==> config.mk <==
export PLATFORM = sky130hd
export DESIGN_NAME = lintrx_top
export DESIGN_NICKNAME = d
export VERILOG_FILES = /design/src/inc/lintrx_pkg.sv /design/src/verilog/lintrx_fifo.sv /design/src/verilog/lintrx_top.sv
export VERILOG_INCLUDE_DIRS = /design/src /design/src/inc
export SDC_FILE = /design/constraint.sdc
export NUM_CORES = 1
export LEC_CHECK = 0
export ABC_AREA = 1
export BUFFER_PORTS_ARGS = -buffer_cell sky130_fd_sc_hd__clkbuf_2
export CAP_MARGIN = 20
export CELL_PAD_IN_SITES_DETAIL_PLACEMENT = 0
export CELL_PAD_IN_SITES_GLOBAL_PLACEMENT = 2
export CORE_MARGIN = 2
export CORE_UTILIZATION = 43
export CTS_BUF_LIST = sky130_fd_sc_hd__clkbuf_8
export CTS_CLUSTER_DIAMETER = 100
export DETAILED_ROUTE_END_ITERATION = 8
export PLACE_DENSITY_LB_ADDON = 0.12
export SLEW_MARGIN = 20
export SYNTH_ARGS = -nofsm -noshare
export SYNTH_HDL_FRONTEND = slang
export SYNTH_SLANG_ARGS = --single-unit
export TNS_END_PERCENT = 20
==> constraint.sdc <==
create_clock -name sys_clk -period 5.43 [get_ports sys_clk]
set_clock_uncertainty 0.1 [all_clocks]
set_input_delay 0.543 -clock sys_clk [delete_from_list [all_inputs] [get_ports sys_clk]]
set_output_delay 0.543 -clock sys_clk [all_outputs]
set_load 0.05 [all_outputs]
==> src/inc/lintrx_cfg.svh <==
// timing counts and encodings for the lin transceiver mode and wake block
// assumes a 200 MHz sys_clk
`ifndef LINTRX_CFG_SVH
`define LINTRX_CFG_SVH
`define LINTRX_CLK_MHZ 200
`define LINTRX_EN_TIME_US 10
`define LINTRX_EN_CYC (`LINTRX_EN_TIME_US * `LINTRX_CLK_MHZ)
`define LINTRX_WK_FILT_US 30
`define LINTRX_WK_FILT_CYC (`LINTRX_WK_FILT_US * `LINTRX_CLK_MHZ)
`define LINTRX_MODE_OFF 2'h0
`define LINTRX_MODE_WAKE 2'h1
`define LINTRX_MODE_RXONLY 2'h2
`define LINTRX_MODE_NORMAL 2'h3
`define LINTRX_MODE_RST 2'h0
`endif

==> src/inc/lintrx_pkg.sv <==
// types for the lin transceiver mode and wake block
// assumes lintrx_cfg.svh holds the numeric constants
package lintrx_pkg;
  typedef enum logic [2:0] {
    lintrx_sys_normal,
    lintrx_sys_stop,
    lintrx_sys_sleep,
    lintrx_sys_restart,
    lintrx_sys_failsafe,
    lintrx_sys_init
  } lintrx_sys_e;
  typedef enum logic [1:0] {
    lintrx_wk_idle,
    lintrx_wk_dom,
    lintrx_wk_long,
    lintrx_wk_woken
  } lintrx_wk_e;
endpackage : lintrx_pkg

==> src/verilog/lintrx_fifo.sv <==
// small synchronous fifo with valid/ready on both sides
// assumes one clock and an asynchronous active-high reset
module lintrx_fifo #(
  parameter int WIDTH = 1,
  parameter int DEPTH = 16
) (
  // clock and reset
  input wire logic sys_clk,
  input wire logic rst,
  // fill side
  input wire logic in_valid,
  output logic in_ready,
  input wire logic [WIDTH-1:0] in_data,
  // drain side
  output logic out_valid,
  input wire logic out_ready,
  output logic [WIDTH-1:0] out_data
);
  localparam int AW = $clog2(DEPTH);
  if (DEPTH < 2 || (1 << AW) != DEPTH)
  begin : g_bad_depth
    $error("fifo depth must be a power of two");
  end
  logic [WIDTH-1:0] mem [DEPTH];
  logic [AW:0] wr_ptr;
  logic [AW:0] rd_ptr;
  logic [AW:0] next_wr_ptr;
  logic [AW:0] next_rd_ptr;
  logic push;
  logic pop;
  always_comb
  begin
    in_ready = (wr_ptr - rd_ptr) != (AW + 1)'(DEPTH);
    out_valid = wr_ptr != rd_ptr;
    push = in_valid && in_ready;
    pop = out_valid && out_ready;
    next_wr_ptr = push ? wr_ptr + 1'b1 : wr_ptr;
    next_rd_ptr = pop ? rd_ptr + 1'b1 : rd_ptr;
    out_data = mem[rd_ptr[AW-1:0]];
  end
  always_ff @(posedge sys_clk or posedge rst)
  begin
    if (rst)
    begin
      wr_ptr <= '0;
      rd_ptr <= '0;
    end
    else
    begin
      wr_ptr <= next_wr_ptr;
      rd_ptr <= next_rd_ptr;
    end
  end
  always_ff @(posedge sys_clk)
  begin
    if (push)
      mem[wr_ptr[AW-1:0]] <= in_data;
  end
endmodule : lintrx_fifo

==> src/verilog/lintrx_top.sv <==
// mode control and wake detection for two lin transceivers
// assumes system mode and mode fields come from the chip's own logic on
// sys_clk; transmit inputs and bus receiver levels are asynchronous pins
`include "lintrx_cfg.svh"
module lintrx_top #(
  parameter int EN_CYC = `LINTRX_EN_CYC,
  parameter int WK_FILT_CYC = `LINTRX_WK_FILT_CYC
) (
  // clock and reset
  input wire logic sys_clk,
  input wire logic rst,
  // chip state
  input wire lintrx_pkg::lintrx_sys_e sys_mode,
  input wire logic watchdog_on_bus_wake_enable,
  input wire logic watchdog_enabled,
  // mode fields, one per transceiver
  input wire logic [1:0] first_transceiver_mode_field,
  input wire logic [1:0] second_transceiver_mode_field,
  // host pins
  input wire logic [1:0] bus_transmit_input,
  output logic [1:0] rx_out,
  // bus side: receiver level in, dominant drive out
  input wire logic [1:0] bus_level,
  output logic [1:0] bus_drive_dominant,
  // wake reporting
  output logic [1:0] wake_source_status_register,
  input wire logic [1:0] wake_status_clear,
  output logic wake_irq,
  output logic restart_request,
  output logic watchdog_force_enable,
  // effective mode, read back by the mode register logic
  output logic [1:0] mode_effective_0,
  output logic [1:0] mode_effective_1
);
  if (EN_CYC < 1 || WK_FILT_CYC < 1)
  begin : g_bad_timing
    $error("timing counts must be at least one cycle");
  end
  localparam int CW = $clog2(EN_CYC > WK_FILT_CYC ? EN_CYC + 2
                                                    : WK_FILT_CYC + 2);
  // two-flop synchronisers for pins
  logic [1:0] txd_s1, txd_s2, bus_s1, bus_s2;
  always_ff @(posedge sys_clk or posedge rst)
  begin
    if (rst)
    begin
      txd_s1 <= 2'h3;
      txd_s2 <= 2'h3;
      bus_s1 <= 2'h3;
      bus_s2 <= 2'h3;
    end
    else
    begin
      txd_s1 <= bus_transmit_input;
      txd_s2 <= txd_s1;
      bus_s1 <= bus_level;
      bus_s2 <= bus_s1;
    end
  end
  // bus levels pass a fifo so the receive path is buffered; it drains every
  // cycle, so it never fills and adds one fixed cycle of latency
  logic fifo_out_valid;
  logic [1:0] fifo_out_data;
  lintrx_fifo #(.WIDTH(2), .DEPTH(16)) u_rx_fifo (
    .sys_clk(sys_clk),
    .rst(rst),
    .in_valid(1'b1),
    .in_ready(),
    .in_data(bus_s2),
    .out_valid(fifo_out_valid),
    .out_ready(1'b1),
    .out_data(fifo_out_data)
  );
  logic [1:0] bus_now;
  assign bus_now = fifo_out_valid ? fifo_out_data : 2'h3;
  // last receive level; resets recessive so reset release is never an edge
  logic [1:0] bus_prev;
  lintrx_pkg::lintrx_sys_e sys_prev;
  logic rearm_sys;
  assign rearm_sys = (sys_mode != sys_prev) &&
    (sys_mode == lintrx_pkg::lintrx_sys_stop ||
     sys_mode == lintrx_pkg::lintrx_sys_sleep ||
     sys_mode == lintrx_pkg::lintrx_sys_failsafe);
  logic [1:0] mode_req [2];
  logic [1:0] mode_eff [2];
  logic [1:0] mode_prev [2];
  lintrx_pkg::lintrx_wk_e wk [2];
  lintrx_pkg::lintrx_wk_e next_wk [2];
  logic [CW-1:0] wcnt [2];
  logic [CW-1:0] next_wcnt [2];
  logic [CW-1:0] ecnt [2];
  logic [CW-1:0] next_ecnt [2];
  logic [1:0] tx_armed, next_tx_armed;
  logic [1:0] next_rx, next_drive, next_stat, wake_evt;
  logic next_irq, next_restart, next_wdog;
  assign mode_req[0] = first_transceiver_mode_field;
  assign mode_req[1] = second_transceiver_mode_field;
  always_comb
  begin
    next_irq = 1'b0;
    next_restart = 1'b0;
    next_wdog = 1'b0;
    for (int i = 0; i < 2; i++)
    begin
      mode_eff[i] = mode_req[i];
      if (sys_mode == lintrx_pkg::lintrx_sys_failsafe)
        mode_eff[i] = `LINTRX_MODE_WAKE;
      else if ((mode_req[i] == `LINTRX_MODE_NORMAL ||
                mode_req[i] == `LINTRX_MODE_RXONLY) &&
               sys_mode != lintrx_pkg::lintrx_sys_normal &&
               sys_mode != lintrx_pkg::lintrx_sys_stop)
        mode_eff[i] = `LINTRX_MODE_OFF;
      else if (mode_req[i] == `LINTRX_MODE_WAKE &&
               sys_mode == lintrx_pkg::lintrx_sys_init)
        mode_eff[i] = `LINTRX_MODE_OFF;
      // enabling time counter restarts on entry to normal mode
      next_ecnt[i] = ecnt[i];
      next_tx_armed[i] = tx_armed[i];
      if (mode_eff[i] != `LINTRX_MODE_NORMAL)
      begin
        next_ecnt[i] = '0;
        next_tx_armed[i] = 1'b0;
      end
      else if (ecnt[i] < CW'(EN_CYC))
        next_ecnt[i] = ecnt[i] + 1'b1;
      else if (txd_s2[i])
        next_tx_armed[i] = 1'b1;
      next_drive[i] = (mode_eff[i] == `LINTRX_MODE_NORMAL) &&
        tx_armed[i] && !txd_s2[i];
      // wake detector
      next_wk[i] = wk[i];
      next_wcnt[i] = wcnt[i];
      wake_evt[i] = 1'b0;
      if (mode_eff[i] != `LINTRX_MODE_WAKE)
      begin
        next_wk[i] = lintrx_pkg::lintrx_wk_idle;
        next_wcnt[i] = '0;
      end
      else if (rearm_sys)
      begin
        next_wk[i] = lintrx_pkg::lintrx_wk_idle;
        next_wcnt[i] = '0;
      end
      else
      begin
        case (wk[i])
          lintrx_pkg::lintrx_wk_idle:
          begin
            // only a fresh recessive-to-dominant edge starts a phase
            if (!bus_now[i] && bus_prev[i] &&
                mode_prev[i] == `LINTRX_MODE_WAKE)
              next_wk[i] = lintrx_pkg::lintrx_wk_dom;
            next_wcnt[i] = '0;
          end
          lintrx_pkg::lintrx_wk_dom:
          begin
            if (bus_now[i])
              next_wk[i] = lintrx_pkg::lintrx_wk_idle;
            else if (wcnt[i] >= CW'(WK_FILT_CYC))
              next_wk[i] = lintrx_pkg::lintrx_wk_long;
            else
              next_wcnt[i] = wcnt[i] + 1'b1;
          end
          lintrx_pkg::lintrx_wk_long:
          begin
            if (bus_now[i])
            begin
              next_wk[i] = lintrx_pkg::lintrx_wk_woken;
              wake_evt[i] = 1'b1;
            end
          end
          lintrx_pkg::lintrx_wk_woken:
            next_wk[i] = wk[i];
          default:
            next_wk[i] = lintrx_pkg::lintrx_wk_idle;
        endcase
      end
      if (mode_eff[i] == `LINTRX_MODE_OFF)
        next_rx[i] = 1'b1;
      else if (mode_eff[i] == `LINTRX_MODE_WAKE)
        next_rx[i] = !(wake_evt[i] ||
          wk[i] == lintrx_pkg::lintrx_wk_woken);
      else
        next_rx[i] = bus_now[i];
      // set wins over clear
      next_stat[i] = wake_evt[i] |
        (wake_source_status_register[i] & !wake_status_clear[i]);
      if (wake_evt[i])
      begin
        if (sys_mode == lintrx_pkg::lintrx_sys_stop ||
            sys_mode == lintrx_pkg::lintrx_sys_normal)
          next_irq = 1'b1;
        if (sys_mode == lintrx_pkg::lintrx_sys_sleep ||
            sys_mode == lintrx_pkg::lintrx_sys_failsafe)
          next_restart = 1'b1;
        if (sys_mode == lintrx_pkg::lintrx_sys_stop &&
            watchdog_on_bus_wake_enable && !watchdog_enabled)
          next_wdog = 1'b1;
      end
    end
  end
  always_ff @(posedge sys_clk or posedge rst)
  begin
    if (rst)
    begin
      sys_prev <= lintrx_pkg::lintrx_sys_init;
      bus_prev <= 2'h3;
      for (int i = 0; i < 2; i++)
      begin
        mode_prev[i] <= `LINTRX_MODE_RST;
        wk[i] <= lintrx_pkg::lintrx_wk_idle;
        wcnt[i] <= '0;
        ecnt[i] <= '0;
      end
      tx_armed <= 2'h0;
      rx_out <= 2'h3;
      bus_drive_dominant <= 2'h0;
      wake_source_status_register <= 2'h0;
      wake_irq <= 1'b0;
      restart_request <= 1'b0;
      watchdog_force_enable <= 1'b0;
      mode_effective_0 <= `LINTRX_MODE_RST;
      mode_effective_1 <= `LINTRX_MODE_RST;
    end
    else
    begin
      sys_prev <= sys_mode;
      bus_prev <= bus_now;
      for (int i = 0; i < 2; i++)
      begin
        mode_prev[i] <= mode_eff[i];
        wk[i] <= next_wk[i];
        wcnt[i] <= next_wcnt[i];
        ecnt[i] <= next_ecnt[i];
      end
      tx_armed <= next_tx_armed;
      rx_out <= next_rx;
      bus_drive_dominant <= next_drive;
      wake_source_status_register <= next_stat;
      wake_irq <= next_irq;
      restart_request <= next_restart;
      watchdog_force_enable <= next_wdog;
      mode_effective_0 <= mode_eff[0];
      mode_effective_1 <= mode_eff[1];
    end
  end
endmodule : lintrx_top
==> reports/metrics.csv <==
stage,metric,value,unit
floorplan,row count,45,
worst_setup_path,Worst path most repeated cell,nand2_1,
worst_setup_path,Critical Path Max Stage Delay,0.56,ns
detailed_routing,"wirelength, routed",14.7,mm
sta,Setup TNS,0,ns
logic_synthesis,mapped cell area,6630,um2
logic_synthesis,Post-Syn Instances,776,
clock_network,htree depth,4,
pwr,VDD IR max,0.200,mV
pwr,Lkg Pwr,0.00329,uW
sta,fin. max-slew vios,0,
worst_setup_path,WS Path Type,reg -> reg,
floorplan,num ports,30,
clock_network,root buf cell,clkbuf_8,
global_route,number of global-route vias before repair,5076,
sta,minimum clock period,2.88,ns
worst_setup_path,RR Startpoint,u_rx_fifo.rd_ptr[1],
logic_synthesis,"EDFF count, synth",32,
cells_and_area,most frequent cells in the layout,"nand2_1 (186), inv_1 (84), dfrtp_1 (80), nand3_1 (79), nor2_1 (71)",
logic_synthesis,post-synth cell types,41,
detailed_routing,via count,5155,
worst_setup_path,"slowest stage cell, crit path",dfrtp_1,
clock_network,CTS tree,built,
worst_setup_path,CP Launch Type,flop,
logic_synthesis,"Async S/R FF share, synth",0.746,
detailed_routing,WL/cell,14.5,um
floorplan,die area,16400,um2
logic_synthesis,Post-Syn Nets,817,
sta,count of final setup violators,0,
sta,f_max,0.348,GHz
sta,Fin. Hold Viols,0,
cells_and_area,fin util,0.488,
floorplan,CORE AREA,15100,um2
floorplan,Die Width,128,um
cells_and_area,"commonest non-fill, non-tap cell in the layout",nand2_1,
floorplan,chip height,128,um
global_route,Tot GR Track Use,0.195,
placement,I/O Buffers,29,
sta,Slew Limit Headroom,0.498,
placement,GPL Wtd Cong,0.819,
worst_setup_path,Worst Path Required,5.47,ns
worst_setup_path,WP data arrival,2.92,ns
cells_and_area,layout cells sized above 1,0.152,
cells_and_area,synthesis-to-layout area growth,11.4,%
detailed_routing,# DRC,0,
detailed_routing,Routed Antenna Nets,0,
detailed_routing,first-iteration detailed-routing DRC count,383,
pwr,Power Dens Cells,286,nW/um2
clock_network,clock buffer depth,2,
logic_synthesis,"FF+latch count, synth",126,
cells_and_area,Finished Cell Area,7390,um2
placement,hpwl dp,10.4,mm
sta,worst-margin pin slew,0.753,ns
global_route,grt ovf,0,
clock_network,cts repair resizes,0,
sta,final clock period utilization by the worst path,0.530,
run_status,status,"complete, no violations",
flow_run,max-cap check violation count,0,
clock_network,Post-CTS Hold Fix Bufs,0,
placement,Post-DP Area,6920,um2
clock_network,TritonCTS buffer count,17,
worst_setup_path,crit path launch,u_rx_fifo.rd_ptr[1],
clock_network,postcts setup bufs,0,
global_route,initial antenna violation count,0,
cells_and_area,final layout net count,850,
cells_and_area,Inserted Diodes,0,
clock_network,Worst-path clk slew,0.09,ns
worst_hold_path,min-delay worst type,in -> async,
worst_setup_path,crit-path max FO,12,
detailed_routing,First-pass DRT Iterations,5,
sta,RSZ-0062 raised after global routing,no,
clock_network,CTS Sinks,126,
clock_network,Clock Latency Late Sink,0.45,ns
global_route,largest net degree at the start of global routing,50,
floorplan,initial core utilization,0.438,
worst_setup_path,worst path cell trace,"inv_2, ha_1, inv_1, o21bai_1, nand2_1, nand2_1, a21oi_1, xnor2_1, nand3_1, nand2_1, nor2_1",
logic_synthesis,Synth Area per Inst,8.55,um2
detailed_routing,Vias/cell,5.10,
worst_setup_path,CP Capture Type,flop,
global_route,first-pass GRT wire length,25.0,mm
logic_synthesis,"Seq/Total Area, Yosys",0.502,
logic_synthesis,Yosys warnings,0,
logic_synthesis,Main synth FF type,dfrtp_1,
[sequential cells by signal (all words and copies together), names as in the netlist, 3 cells and up]
signal and cells:
u_rx_fifo.mem 32, mode_prev 4, wcnt 26, wk 4
u_rx_fifo.rd_ptr 5, u_rx_fifo.wr_ptr 5, ecnt 26, sys_prev 3
[final cells by class]
type | instances | area [um2]
Tap cell | 188 | 235
Clock inverter | 15 | 233
Timing Repair Buffer | 30 | 153
Inverter | 95 | 367
Clock buffer | 17 | 234
Multi-Input combinational cell | 539 | 2840
Fill cell | 1459 | 7760
Sequential cell | 126 | 3330
[critical path, delay by kind of cell, from the launching register on]
family	cells	cell delay [ns]
AO/OA/AOI/OAI	2	0.24
XOR/XNOR	1	0.12
adder cells (fa/ha/maj)	1	0.33
buffers and inverters	2	0.22
flip-flops	1	0.56
AND/OR/NAND/NOR	5	1.00
[logic make-up (layout without fill, tap and decap cells)]
family / Yosys count / in the layout / synth area share
flip-flops: 126 / 126 / 0.502
adder cells (fa/ha/maj): 24 / 24 / 0.0453
AO/OA/AOI/OAI: 76 / 76 / 0.0655
AND/OR/NAND/NOR: 417 / 417 / 0.287
buffers and inverters: 111 / 157 / 0.0706
XOR/XNOR: 22 / 22 / 0.0291
[synth_stat cells, drive strengths merged (2+ instances only)]
library cell / instances / share of area
nand2: 197 / 0.12
inv: 95 / 0.055
nand3: 82 / 0.064
dfrtp: 80 / 0.30
nor2: 76 / 0.048
o21ai: 38 / 0.030
edfxtp: 32 / 0.14
a21oi: 28 / 0.023
nor3: 28 / 0.023
ha: 24 / 0.045
nand4: 18 / 0.018
xor2: 15 / 0.020
dfstp: 14 / 0.055
buf: 11 / 0.013
xnor2: 7 / 0.0092
or2: 6 / 0.0057
clkbuf: 5 / 0.0028
a31o: 4 / 0.0053
nor3b: 4 / 0.0045
nand3b: 3 / 0.0034
a31oi: 2 / 0.0019
and3b: 2 / 0.0026
o21bai: 2 / 0.0023
[worst paths after layout]
| kind | endpoint | slack, ns | depth (start not counted) |
|---|---|---|---|
| setup / recovery | u_rx_fifo.mem[10][0] | 2.55 | 11 |
| hold / removal | wake_irq | 0.06 | 2 |
| setup reg to reg | u_rx_fifo.mem[10][0] | 2.55 | 11 |
| hold reg to reg | bus_s2[1] | 0.26 | 0 |
| max in group asynchronous | wcnt[25] | 4.11 | 3 |
| min in group sys_clk | bus_s1[0] | 0.07 | 1 |
[report_power, final]
group / internal [uW] / leakage [uW] / switching [uW] / total (uW)
clock network: 556 / 0.000234 / 415 / 971
registers: 989 / 0.00153 / 16.6 / 1010
logic: 34.3 / 0.00153 / 102 / 137
total: 1580 / 0.00329 / 534 / 2110
[routing by layer]
layer | vias up | global-route usage | routed length, um | share of wire
met5 | - | 0 | 0 | 0
met4 | 0 | 0.0575 | 171 | 0.012
met3 | 12 | 0.0543 | 572 | 0.039
met2 | 94 | 0.298 | 6760 | 0.46
met1 | 2438 | 0.270 | 7180 | 0.49
li1 | 2611 | - | - | -
[stage by stage]
stage,hold WS [ns],worst slack [ns],total power (uW),cells
detailed placement,0.250,2.58,1160,978
global placement,0.245,2.65,1160,978
global route,0.0205,2.26,2200,1010
floorplan,0.245,2.36,1120,776
CTS,0.0335,2.58,2140,1010
finish,0.0634,2.55,2110,1010
(Power assumes the default switching activity.)
